### config.mk
export PLATFORM = sky130hd
export DESIGN_NAME = memctl_status_irq_phy_regs
export DESIGN_NICKNAME = d
export VERILOG_FILES = /design/src/rtl/memctl_status_irq_phy_regs.v
export VERILOG_INCLUDE_DIRS = /design/src /design/src/rtl
export SDC_FILE = /design/constraint.sdc
export NUM_CORES = 1
export LEC_CHECK = 0
export CAP_MARGIN = 25
export CORE_MARGIN = 1
export CORE_UTILIZATION = 50
export DETAILED_ROUTE_END_ITERATION = 6
export DONT_BUFFER_PORTS = 1
export GPL_TIMING_DRIVEN = 0
export SKIP_CTS_REPAIR_TIMING = 1
export SYNTH_ARGS = -nofsm -noshare
export SYNTH_HDL_FRONTEND = slang
export SYNTH_SLANG_ARGS = --single-unit
### constraint.sdc
create_clock -name clock_in -period 2.2 [get_ports clock_in]
set_input_delay 0.11 -clock clock_in [delete_from_list [all_inputs] [get_ports clock_in]]
set_output_delay 0.11 -clock clock_in [all_outputs]
set_load 0.01 [all_outputs]
### src/rtl/memctl_regs_defines.vh
// Constants for the memory controller status, interrupt and PHY register group.
// Assumes inclusion by bare name from the design file.
`ifndef MEMCTL_REGS_DEFINES_VH
`define MEMCTL_REGS_DEFINES_VH

// ==========================================
// Register offsets (byte addresses)
`define ADDR_ELAPSED 8'h00
`define ADDR_IRQ_RAW 8'h04
`define ADDR_IRQ_MASKED 8'h08
`define ADDR_IRQ_EN_SET 8'h0C
`define ADDR_IRQ_EN_CLR 8'h10
`define ADDR_PHY_READ 8'h14
`define ADDR_IO_CAL 8'h18

// ==========================================
// Field positions
`define TRAP_BIT 2
`define PHY_GATE_BIT 7
`define PHY_PDN_BIT 6
`define PHY_RL_MSB 2
`define CAL_REF_EN_BIT 18
`define CAL_REF_SEL_MSB 17
`define CAL_REF_SEL_LSB 16
`define CAL_READY_BIT 15
`define CAL_IBUF_PERMIT_BIT 14
`define CAL_CLEAR_N_BIT 13
`define CAL_FORCE_MSB 12
`define CAL_FORCE_LSB 9
`define CAL_PSAVE_BIT 8
`define CAL_LOCK_BIT 7
`define CAL_PDN_BIT 6
`define CAL_DRIVE_MSB 5
`define CAL_DRIVE_LSB 3
`define CAL_FILTER_MSB 2

// ==========================================
// Reset values, calibration write mask and reserved reference code
`define PHY_READ_RESET 32'h0000_0000
`define IO_CAL_RESET 32'h0000_0077
`define IO_CAL_WMASK 32'h0007_7FFF
`define REF_SEL_RESERVED 2'h3

// ==========================================
// Timing
`define CAL_SETTLE_CYCLES 8'h08

`endif

### src/rtl/memctl_status_irq_phy_regs.v
// Status, line-trap interrupt, PHY read control and I/O calibration registers.
// Assumes a single-cycle register port and a same-clock trap pulse from the controller.
//
// The plain strobed port and the register addresses were decided locally.
`timescale 1ns/1ns
`default_nettype none
`include "memctl_regs_defines.vh"

module memctl_status_irq_phy_regs #(
   parameter CAL_SETTLE = `CAL_SETTLE_CYCLES
) (
   // Clock and reset
   input wire clock_in,
   input wire arst_n_in,
   // Register port
   input wire [7:0] addr_in,
   input wire [31:0] wdata_in,
   input wire write_in,
   input wire read_in,
   output reg [31:0] rdata_out,
   // Controller events
   input wire illegal_access_in,
   // Interrupt
   output reg irq_out,
   // PHY controls
   output reg [2:0] read_latency_out,
   output reg strobe_gating_select_out,
   output reg receiver_powerdown_out,
   // Calibration controls
   output reg internal_ref_enable_out,
   output reg [1:0] ref_level_select_out,
   output reg calibration_clear_n_out,
   output reg [3:0] drive_force_out,
   output reg calibration_power_save_out,
   output reg impedance_lock_out,
   output reg calibration_powerdown_out,
   output reg [2:0] drive_strength_out,
   output reg [2:0] filter_ctrl_out
);

   // ==========================================
   // State
   reg [31:0] elapsed_reg;
   reg [31:0] elapsed_next;
   reg trap_raw_reg;
   reg trap_raw_next;
   reg trap_masked_reg;
   reg trap_masked_next;
   reg trap_enable_reg;
   reg trap_enable_next;
   reg [31:0] phy_reg;
   reg [31:0] phy_next;
   reg [31:0] cal_reg;
   reg [31:0] cal_next;
   reg cal_ready_reg;
   reg cal_ready_next;
   reg [7:0] settle_reg;
   reg [7:0] settle_next;
   reg [31:0] rd_next;

   // ==========================================
   // Address decode
   wire hit_raw = addr_in == `ADDR_IRQ_RAW;
   wire hit_masked = addr_in == `ADDR_IRQ_MASKED;
   wire hit_en_set = addr_in == `ADDR_IRQ_EN_SET;
   wire hit_en_clr = addr_in == `ADDR_IRQ_EN_CLR;
   wire hit_phy = addr_in == `ADDR_PHY_READ;
   wire hit_cal = addr_in == `ADDR_IO_CAL;
   wire wr_one = write_in && wdata_in[`TRAP_BIT];
   wire wr_raw = wr_one && hit_raw;
   wire wr_msk = wr_one && hit_masked;
   wire wr_set = wr_one && hit_en_set;
   wire wr_clr = wr_one && hit_en_clr;
   wire wr_phy = write_in && hit_phy;
   wire wr_cal = write_in && hit_cal;
   wire trap_clear = wr_raw || wr_msk;
   wire trap_event = illegal_access_in;
   wire trap_masked_event = trap_event && trap_enable_reg;
   wire cal_run = cal_reg[`CAL_CLEAR_N_BIT] && !cal_reg[`CAL_PDN_BIT];
   wire settle_done = settle_reg == CAL_SETTLE[7:0];

   // ==========================================
   // Elapsed counter
   always @* begin
      if (elapsed_reg == 32'hFFFF_FFFF) begin
         elapsed_next = 32'h0000_0000;
      end else begin
         elapsed_next = elapsed_reg + 32'h0000_0001;
      end
   end

   always @(posedge clock_in or negedge arst_n_in) begin
      if (!arst_n_in) begin
         elapsed_reg <= 32'h0000_0000;
      end else begin
         elapsed_reg <= elapsed_next;
      end
   end

   // ==========================================
   // Line trap flags and enable
   always @* begin
      trap_raw_next = trap_raw_reg;
      trap_masked_next = trap_masked_reg;
      trap_enable_next = trap_enable_reg;
      if (trap_clear) begin
         trap_raw_next = 1'h0;
         trap_masked_next = 1'h0;
      end
      if (trap_event) begin
         trap_raw_next = 1'h1;
      end
      if (trap_masked_event) begin
         trap_masked_next = 1'h1;
      end
      if (wr_set) begin
         trap_enable_next = 1'h1;
      end
      if (wr_clr) begin
         trap_enable_next = 1'h0;
      end
   end

   always @(posedge clock_in or negedge arst_n_in) begin
      if (!arst_n_in) begin
         trap_raw_reg <= 1'h0;
         trap_masked_reg <= 1'h0;
         trap_enable_reg <= 1'h0;
      end else begin
         trap_raw_reg <= trap_raw_next;
         trap_masked_reg <= trap_masked_next;
         trap_enable_reg <= trap_enable_next;
      end
   end

   // ==========================================
   // PHY read control
   always @* begin
      phy_next = phy_reg;
      if (wr_phy) begin
         phy_next = 32'h0000_0000;
         phy_next[`PHY_GATE_BIT] = wdata_in[`PHY_GATE_BIT];
         phy_next[`PHY_PDN_BIT] = wdata_in[`PHY_PDN_BIT];
         phy_next[`PHY_RL_MSB:0] = wdata_in[`PHY_RL_MSB:0];
      end
   end

   always @(posedge clock_in or negedge arst_n_in) begin
      if (!arst_n_in) begin
         phy_reg <= `PHY_READ_RESET;
      end else begin
         phy_reg <= phy_next;
      end
   end

   // ==========================================
   // I/O calibration control
   always @* begin
      cal_next = cal_reg;
      if (wr_cal) begin
         cal_next = 32'h0000_0000;
         cal_next[`CAL_REF_EN_BIT] = wdata_in[`CAL_REF_EN_BIT];
         if (wdata_in[`CAL_REF_SEL_MSB:`CAL_REF_SEL_LSB] == `REF_SEL_RESERVED) begin
            cal_next[`CAL_REF_SEL_MSB:`CAL_REF_SEL_LSB] = cal_reg[`CAL_REF_SEL_MSB:`CAL_REF_SEL_LSB];
         end else begin
            cal_next[`CAL_REF_SEL_MSB:`CAL_REF_SEL_LSB] = wdata_in[`CAL_REF_SEL_MSB:`CAL_REF_SEL_LSB];
         end
         cal_next[`CAL_IBUF_PERMIT_BIT] = wdata_in[`CAL_IBUF_PERMIT_BIT];
         cal_next[`CAL_CLEAR_N_BIT] = wdata_in[`CAL_CLEAR_N_BIT];
         cal_next[`CAL_FORCE_MSB:`CAL_FORCE_LSB] = wdata_in[`CAL_FORCE_MSB:`CAL_FORCE_LSB];
         cal_next[`CAL_PSAVE_BIT] = wdata_in[`CAL_PSAVE_BIT];
         cal_next[`CAL_LOCK_BIT] = wdata_in[`CAL_LOCK_BIT];
         cal_next[`CAL_PDN_BIT] = wdata_in[`CAL_PDN_BIT];
         cal_next[`CAL_DRIVE_MSB:`CAL_DRIVE_LSB] = wdata_in[`CAL_DRIVE_MSB:`CAL_DRIVE_LSB];
         cal_next[`CAL_FILTER_MSB:0] = wdata_in[`CAL_FILTER_MSB:0];
      end
   end

   always @(posedge clock_in or negedge arst_n_in) begin
      if (!arst_n_in) begin
         cal_reg <= `IO_CAL_RESET;
      end else begin
         cal_reg <= cal_next;
      end
   end

   // ==========================================
   // Calibration progress
   always @* begin
      settle_next = settle_reg;
      cal_ready_next = cal_ready_reg;
      if (!cal_run) begin
         settle_next = 8'h00;
         cal_ready_next = 1'h0;
      end else if (settle_done) begin
         cal_ready_next = 1'h1;
      end else begin
         settle_next = settle_reg + 8'h01;
      end
   end

   always @(posedge clock_in or negedge arst_n_in) begin
      if (!arst_n_in) begin
         settle_reg <= 8'h00;
         cal_ready_reg <= 1'h0;
      end else begin
         settle_reg <= settle_next;
         cal_ready_reg <= cal_ready_next;
      end
   end

   // ==========================================
   // Read data
   always @* begin
      rd_next = 32'h0000_0000;
      case (addr_in)
         `ADDR_ELAPSED: begin
            rd_next = elapsed_reg;
         end
         `ADDR_IRQ_RAW: begin
            rd_next[`TRAP_BIT] = trap_raw_reg;
         end
         `ADDR_IRQ_MASKED: begin
            rd_next[`TRAP_BIT] = trap_masked_reg;
         end
         `ADDR_IRQ_EN_SET: begin
            rd_next[`TRAP_BIT] = trap_enable_reg;
         end
         `ADDR_IRQ_EN_CLR: begin
            rd_next[`TRAP_BIT] = trap_enable_reg;
         end
         `ADDR_PHY_READ: begin
            rd_next = phy_reg;
         end
         `ADDR_IO_CAL: begin
            rd_next = cal_reg;
            rd_next[`CAL_READY_BIT] = cal_ready_reg;
         end
         default: begin
            rd_next = 32'h0000_0000;
         end
      endcase
   end

   always @(posedge clock_in or negedge arst_n_in) begin
      if (!arst_n_in) begin
         rdata_out <= 32'h0000_0000;
      end else if (read_in) begin
         rdata_out <= rd_next;
      end else begin
         rdata_out <= 32'h0000_0000;
      end
   end

   // ==========================================
   // Interrupt output
   always @(posedge clock_in or negedge arst_n_in) begin
      if (!arst_n_in) begin
         irq_out <= 1'h0;
      end else begin
         irq_out <= trap_masked_reg;
      end
   end

   // ==========================================
   // PHY outputs
   always @(posedge clock_in or negedge arst_n_in) begin
      if (!arst_n_in) begin
         read_latency_out <= 3'h0;
         strobe_gating_select_out <= 1'h0;
         receiver_powerdown_out <= 1'h0;
      end else begin
         read_latency_out <= phy_reg[`PHY_RL_MSB:0];
         strobe_gating_select_out <= phy_reg[`PHY_GATE_BIT];
         receiver_powerdown_out <= phy_reg[`PHY_PDN_BIT] && cal_reg[`CAL_IBUF_PERMIT_BIT];
      end
   end

   // ==========================================
   // Reference outputs
   always @(posedge clock_in or negedge arst_n_in) begin
      if (!arst_n_in) begin
         internal_ref_enable_out <= 1'h0;
         ref_level_select_out <= 2'h0;
      end else begin
         internal_ref_enable_out <= cal_reg[`CAL_REF_EN_BIT];
         ref_level_select_out <= cal_reg[`CAL_REF_SEL_MSB:`CAL_REF_SEL_LSB];
      end
   end

   // ==========================================
   // Clear and force outputs
   always @(posedge clock_in or negedge arst_n_in) begin
      if (!arst_n_in) begin
         calibration_clear_n_out <= 1'h0;
         drive_force_out <= 4'h0;
      end else begin
         calibration_clear_n_out <= cal_reg[`CAL_CLEAR_N_BIT];
         drive_force_out <= cal_reg[`CAL_FORCE_MSB:`CAL_FORCE_LSB];
      end
   end

   // ==========================================
   // Power and lock outputs
   always @(posedge clock_in or negedge arst_n_in) begin
      if (!arst_n_in) begin
         calibration_power_save_out <= 1'h0;
         impedance_lock_out <= 1'h0;
         calibration_powerdown_out <= 1'h1;
      end else begin
         calibration_power_save_out <= cal_reg[`CAL_PSAVE_BIT];
         impedance_lock_out <= cal_reg[`CAL_LOCK_BIT];
         calibration_powerdown_out <= cal_reg[`CAL_PDN_BIT];
      end
   end

   // ==========================================
   // Drive and filter outputs
   always @(posedge clock_in or negedge arst_n_in) begin
      if (!arst_n_in) begin
         drive_strength_out <= 3'h6;
         filter_ctrl_out <= 3'h7;
      end else begin
         drive_strength_out <= cal_reg[`CAL_DRIVE_MSB:`CAL_DRIVE_LSB];
         filter_ctrl_out <= cal_reg[`CAL_FILTER_MSB:0];
      end
   end

endmodule
`default_nettype wire
==> parameters.txt, run 1 <==
Parameter                              Value

Global routing
  Pin count of the biggest net entering global routing ... 123
  GRT Resource Usage Total ... 21.76%
  Total grt overflow ... 0
  Number of antenna violations at the first check in global routing ... 0
  Wire length of the first global-routing pass ... 16590 um
  Number of global-route vias before repair ... 3215

Finish
  Number of nets in the layout ... 495
  Fin cells ... 589
  Footprint of the multi-input gates ... between 1500 and 2000 sq um
  Synthesis-to-finish area growth ... 21.45%
  Sequential standard cell area ... 3072 sq um
  Utilization of the core after routing ... between 60% and 70%
  Most used cells in the layout excluding fill and tap cells ... 107 x dfrtp_1, 26 x dlygate4sd3_1, 25 x nor2_1
  Filler Cell Count ... 780
  Layout Cell Area excl Fill ... 6000 sq um
  Layout cell share with drive strength beyond 1 ... 19.78%
  Leading cell type in the layout, fill and taps excluded ... dfrtp_1
  Count of antenna diodes in the layout ... 0

Yosys
  Total of flip-flops plus latches after synthesis ... around 120
  Share of the yosys chip area belonging to registers ... 62.11%
  FFs w/ async S/R, synth ... 100.0%
  Leading register cell type out of synthesis ... dfrtp_1
  Total nets after synthesis ... 446
  Warnings from Yosys ... 0
  Syn_area_per_cell ... 12.41 sq um
  Cell types with the largest area share after synthesis ... dfrtp_1 56%, dfstp_2 6.4%, mux2_2 5.0%
  Synthesized instance count ... just under 400
  Unique masters post-synth ... 48
  Cell type with the highest aggregate area in the netlist ... dfrtp_1
  Area of the mapped netlist ... slightly below 5000 sq um
  Post-synth EDFFs ... 0
  Area share of the largest cell type after synthesis ... 55.72%

STA
  Post-Route Hold Slack ... -0.7182 ns
  Setup-failing EPs final ... 0
  Final hold violations ... 122
  Final Max Tran Viols ... 0
  Min Tclk post-route ... 2.121 ns
  Setup total negative slack ... 0 ns
  Final clock skew ... roughly 0.0075 ns
  Worst slew margin relative to its limit ... 33.47%
  Maximum clock frequency ... 0.4716 GHz
  Slew at the pin closest to its max-slew limit ... 0.9889 ns
  Period utilisation layout ... 96.39%
  Smallest setup slack after layout ... 0.07937 ns

Clock tree
  CTS H-Tree Depth ... 4
  Clk pin slew, worst setup/hold paths ... around 0.06 ns
  Clock Sink Count ... roughly 120
  CTS tree ... yes
  Clock Path Buffers ... 2
  Cell at the root of the clock tree ... clkbuf_8
  TritonCTS Buffers ... 17
  Later-pin clock latency in the skew report ... 0.52 ns

Detailed routing
  DRC ... 0
  DRC violation total after the first TritonRoute iteration ... 125
  Routed vias/inst ... 5.608
  DRT Wirelength ... 10390 um
  Final routed wire length divided by cell count ... 17.64 um
  Post-DRT Antenna Nets ... 0
  Count of vias placed by the detailed router ... 3303
  First-pass iteration count of the detailed router ... 4

Power and ir drop
  Power Internal ... between 3 and 4 mW
  Worst VDD drop ... ~0.00045 V
  Power share of the combinational group ... ~2.2%
  Net switching power figure ... between 1 and 1.5 mW
  Clock share of power ... 52.4%
  Post-route total power ... 5.129 mW
  Sw Share ... between 20% and 30%
  Power per Cell Area ... 854.9 nW/um^2
  Power share of the sequential group ... ~45%
  Static power due to leakage ... 2.587 nW

Die
  Standard-cell row count ... 35
  Die ar. ... roughly 10000 sq um
  Vertical die dimension ... 101.4 um
  Effective utilization at floorplan ... 52.47%
  Top-level port count ... 100
  Area of the core ... 9415 sq um
  X dimension of the die ... 101.4 um

Worst setup path
  Sort of element at the end of the critical path ... register
  Arrival time reported for the critical path endpoint ... 2.55 ns
  Critical Setup Path Class ... register to register
  Startpoint types ... register
  Required arrival time at the worst endpoint ... 2.63 ns
  Maximum fanout along the worst path ... 9

Run
  Max Cap Violations ... 0

Hold path
  Type of the tightest min-delay check ... input pin to async pin

Placed design
  Worst slack at placement ... -0.1579 ns
  Gpl congestion ... 0.7566
  HPWL after detailed placement ... around 6500 um
  Post-Place Cell Area ... 5101 sq um
  # port buffers ... 0
  Placed Cells incl. Taps ... 527

Run status
  Violations in the final reports ... hold timing
  Outcome ... finished with violations
-- Yosys cell counts, drive strengths merged (3+ instances only) --
| cell type | count |
|---|---|
| or3 | 4 |
| o31ai | 6 |
| and4 | 4 |
| or4 | 10 |
| ha | 3 |
| inv | 6 |
| and3 | 6 |
| and2 | 17 |
| dfstp | 12 |
| a21oi | 7 |
| nor3 | 19 |
| a2bb2oi | 4 |
| xor2 | 15 |
| nand2 | 14 |
| buf | 8 |
| dfrtp | 110 |
| xnor2 | 14 |
| o21ai | 3 |
| nand3 | 20 |
| mux2 | 22 |
| nand4 | 8 |
| clkbuf | 12 |
| a22oi | 18 |
| nor2 | 26 |
| nor4 | 7 |
-- final timing paths --
| check | from | end | slack [ns] | depth (start not counted) |
|---|---|---|---|---|
| worst min-delay path | arst_n_in | drive_force_out[3] | -0.72 | 0 |
| worst max register to register | elapsed_reg[10] | elapsed_reg[21] | 0.08 | 5 |
| worst min register to register | cal_reg[1] | filter_ctrl_out[1] | 0.38 | 0 |
| worst max-delay path | elapsed_reg[10] | elapsed_reg[21] | 0.08 | 5 |
| max in group asynchronous | arst_n_in | drive_strength_out[1] | 2.68 | 0 |
| min in group clock_in | addr_in[7] | trap_enable_reg | 0 | 4 |
-- cells by family (layout without fill, tap and decap cells) --
group | Yosys count | after routing | synth area share, %
flops | 122 | 122 | 62.11
compound gates | 49 | 49 | 7.270
buf+inv | 26 | 88 | 2.254
mux | 25 | 25 | 5.876
fa+ha+maj | 3 | 3 | 0.7600
xor+xnor | 29 | 29 | 5.142
simple gates | 144 | 144 | 16.59
-- power groups by stage --
stage | combinational, mW | sequential, mW | clock (mW)
finish | 0.112 | 2.33 | 2.69
global placement | 0.0722 | 2.37 | 0
floorplan | 0.0618 | 2.36 | 0
detailed placement | 0.0749 | 2.37 | 0
CTS | 0.0758 | 2.33 | 2.73
global route | 0.123 | 2.33 | 2.84
-- metal layers --
| metal | part of all wire [%] | wire length [um] | up-vias | track usage [%] |
|---|---|---|---|---|
| met4 | 1.1 | 119 | 0 | 8.919 |
| li1 | - | - | 1537 | - |
| met2 | 48 | 4961 | 93 | 32.60 |
| met5 | 0 | 0 | - | 0 |
| met3 | 4.9 | 513 | 13 | 6.487 |
| met1 | 46 | 4795 | 1660 | 29.73 |
-- worst max-delay path, stage by stage, from the launching register on --
cell	delay, ns
dfrtp_2	0.43
nand4_1	0.17
or4_1	0.52
buf_2	0.19
or4_1	0.52
a21oi_1	0.20
-- cell type report --
class | count | area share, %
sequential | 122 | 51.20
multi-input combinational | 250 | 29.61
clock buffer | 17 | 6.903
timing repair buffer | 32 | 5.089
clock inverter | 15 | 2.774
tap | 129 | 2.690
buffer | 18 | 1.356
inverter | 6 | 0.3754
No activity file was read; power rests on OpenSTA's default activity.
==> run 2: changes to the inputs <==
- CORE_UTILIZATION: 50 -> 43
==> run 2 against run 1 <==
Net effect:
- the run still ends with hold timing left
- sequential cell count unchanged
- die area increased by 16%
- cell count rose by 0.17%
- combinational power about the same
- clock skew increased by 0.0065 ns
- sequential share of layout area up 0.18 points
- clock-buffer cell count rose by 7
- via count decreased by 3.1%
- critical path depth is 1 higher
- fmax grew 2.5%
- global-route usage shrank 3.4 points
- routed wire length down 1.3%
==> parameters.txt, run 2 (same netlist as run 1, synthesis figures left out) <==
Parameter                              Value

Detailed routing
  Final routed wire length divided by cell count ... 17.38 um (-1.4%)
  DRC ... 0 (unchanged)
  DRT Wirelength ... 10260 um (-1.3%)
  DRC violation total after the first TritonRoute iteration ... 155 (+24%)
  Routed vias/inst ... 5.422 (-3.3%)
  Post-DRT Antenna Nets ... 0 (unchanged)
  Count of vias placed by the detailed router ... 3199 (-3.1%)
  First-pass iteration count of the detailed router ... 4 (unchanged)

Finish
  Utilization of the core after routing ... 54.22% (-9.5 points)
  Synthesis-to-finish area growth ... 21.07%
  Layout cell share with drive strength beyond 1 ... 18.44% (-1.3 points)
  Most used cells in the layout excluding fill and tap cells ... 106 x dfrtp_1, 25 x nor2_1, 22 x mux2_2, 22 x dlygate4sd3_1, 20 x nand3_1
  Count of antenna diodes in the layout ... 0 (unchanged)
  Filler Cell Count ... 931 (+19%)
  Leading cell type in the layout, fill and taps excluded ... dfrtp_1
  Number of nets in the layout ... 485 (-2.0%)
  Layout Cell Area excl Fill ... 5981 sq um (-0.31%)

Worst setup path
  Most frequent cell on the critical path ... buf_2
  Sort of element at the end of the critical path ... register
  Critical Setup Path Class ... register to register
  Arrival time reported for the critical path endpoint ... 2.36 ns (-0.19 ns)
  Critical path buffers and inverters ... 2 (+1)
  Slowest cell on the critical path ... or4_1
  Critical Path, Cell by Cell ... nand4_1 > or4_1 > buf_2 > buf_2 > o41ai_2 > o21ai_1
  Startpoint types ... register
  Cell class contributing the biggest share of worst-path delay ... simple AND/OR/NAND/NOR gates
  Required arrival time at the worst endpoint ... 2.49 ns (-0.14 ns)
  Depth of the worst register-to-register path ... 6 (+1)
  Cell count along the critical path ... 6 (+1)
  Maximum fanout along the worst path ... 10 (+1)
  Largest stage delay, worst path ... 0.52 ns (about the same)

STA
  Unrepaired setup endpoints after global routing ... no
  Final clock skew ... 0.01400 ns (+0.006493 ns)
  Setup total negative slack ... 0 ns (unchanged)
  Worst slew margin relative to its limit ... 30.34% (-3.1 points)
  Smallest setup slack after layout ... 0.1307 ns (+0.05134 ns)
  Post-Route Hold Slack ... -0.6065 ns (+0.1118 ns)
  Maximum clock frequency ... 0.4833 GHz (+2.5%)
  Period utilisation layout ... 94.06% (-2.3 points)
  Setup-failing EPs final ... 0 (unchanged)
  Final Max Tran Viols ... 0 (unchanged)
  Final hold violations ... 122 (unchanged)
  Slew at the pin closest to its max-slew limit ... 1.030 ns (+0.04154 ns)
  Min Tclk post-route ... 2.069 ns (-0.05134 ns)

Global routing
  GRT Resource Usage Total ... 18.32% (-3.4 points)
  Total grt overflow ... 0 (unchanged)
  Wire length of the first global-routing pass ... 16210 um (-2.3%)
  Number of global-route vias before repair ... 3187 (-0.87%)
  Pin count of the biggest net entering global routing ... 123 (unchanged)
  Number of antenna violations at the first check in global routing ... 0 (unchanged)

Die
  Die ar. ... 11920 sq um (+16%)
  Top-level port count ... 100 (unchanged)
  Effective utilization at floorplan ... 44.78% (-7.7 points)
  X dimension of the die ... 109.2 um (+7.7%)
  Area of the core ... 11030 sq um (+17%)
  Standard-cell row count ... 38 (+8.6%)
  Vertical die dimension ... 109.2 um (+7.7%)

Placed design
  Post-Place Cell Area ... 5115 sq um (+0.27%)
  # port buffers ... 0 (unchanged)
  Worst slack at placement ... -0.2198 ns (-0.06194 ns)
  Gpl congestion ... 0.8017 (+6.0%)
  HPWL after detailed placement ... 6674 um (+2.4%)

Run status
  Outcome ... finished with violations
  Violations in the final reports ... hold timing

Clock tree
  Later-pin clock latency in the skew report ... 0.42 ns (-0.10 ns)
  Cell at the root of the clock tree ... clkbuf_16
  CTS H-Tree Depth ... 4 (unchanged)
  Clock Path Buffers ... 2 (unchanged)
  CTS tree ... yes
  Clock Sink Count ... 122 (unchanged)
  Clk pin slew, worst setup/hold paths ... 0.06 ns (about the same)
  TritonCTS Buffers ... 17 (unchanged)

Hold path
  Type of the tightest min-delay check ... input pin to async pin

Run
  Max Cap Violations ... 0 (unchanged)

Power and ir drop
  Worst VDD drop ... 0.0006954 V (+54%)
  Static power due to leakage ... 2.566 nW (-0.80%)
  Power per Cell Area ... 894.9 nW/um^2 (+4.7%)
## run 2: worst paths after layout
check	startpoint	end	slack [ns]
min in group clock_in	wdata_in[2]	trap_enable_reg	0.01
hold reg to reg	cal_reg[1]	filter_ctrl_out[1]	0.37
setup / recovery	elapsed_reg[12]	elapsed_reg[29]	0.13
hold / removal	arst_n_in	cal_reg[12]	-0.61
setup reg to reg	elapsed_reg[12]	elapsed_reg[29]	0.13
max in group asynchronous	arst_n_in	cal_reg[6]	2.59
## run 2: report_power, final
group | leakage [nW] | internal (mW) | total (mW) | switching [mW]
Sequential | 1.61 | 2.30 | 2.33 | 0.0345
Combinational | 0.645 | 0.0611 | 0.109 | 0.0483
Clock | 0.308 | 1.98 | 2.91 | 0.937
## run 2: layout make-up
type	instances	area, sq um	share of cell area [%]
Buffer	18	83.83	1.402
Clock buffer	24	481.7	8.054
Clock inverter	8	140.1	2.343
Inverter	6	22.52	0.3766
Multi-Input combinational cell	250	1784	29.83
Sequential cell	122	3073	51.38
Tap cell	140	175.2	2.929
Timing Repair Buffer	22	220.2	3.682
## run 2: metrics by stage
step | std cells | total power, mW | hold WS (ns)
after floorplan | 398 | 2.420 | -0.1856
after global placement | 538 | 2.439 | -0.1825
after detailed placement | 538 | 2.444 | -0.1817
after CTS | 570 | 5.362 | -0.6268
after global routing | 590 | 5.512 | -0.6275
final | 590 | 5.352 | -0.6065
## run 2: layer usage
layer | track usage (%) | up-vias | wire length, um
met5 | 0 | - | 0
met2 | 26.82 | 85 | 4759
met4 | 7.619 | 0 | 105
met1 | 24.15 | 1592 | 4845
li1 | - | 1510 | -
met3 | 7.173 | 12 | 546
## run 2: worst reg2reg max path: cells and delay by family (launching register included)
kind / cells / cell delay (ns)
AOI/OAI and AO/OA: 2 / 0.44
buffers and inverters: 2 / 0.40
DFF: 1 / 0.42
and+or+nand+nor: 2 / 0.69
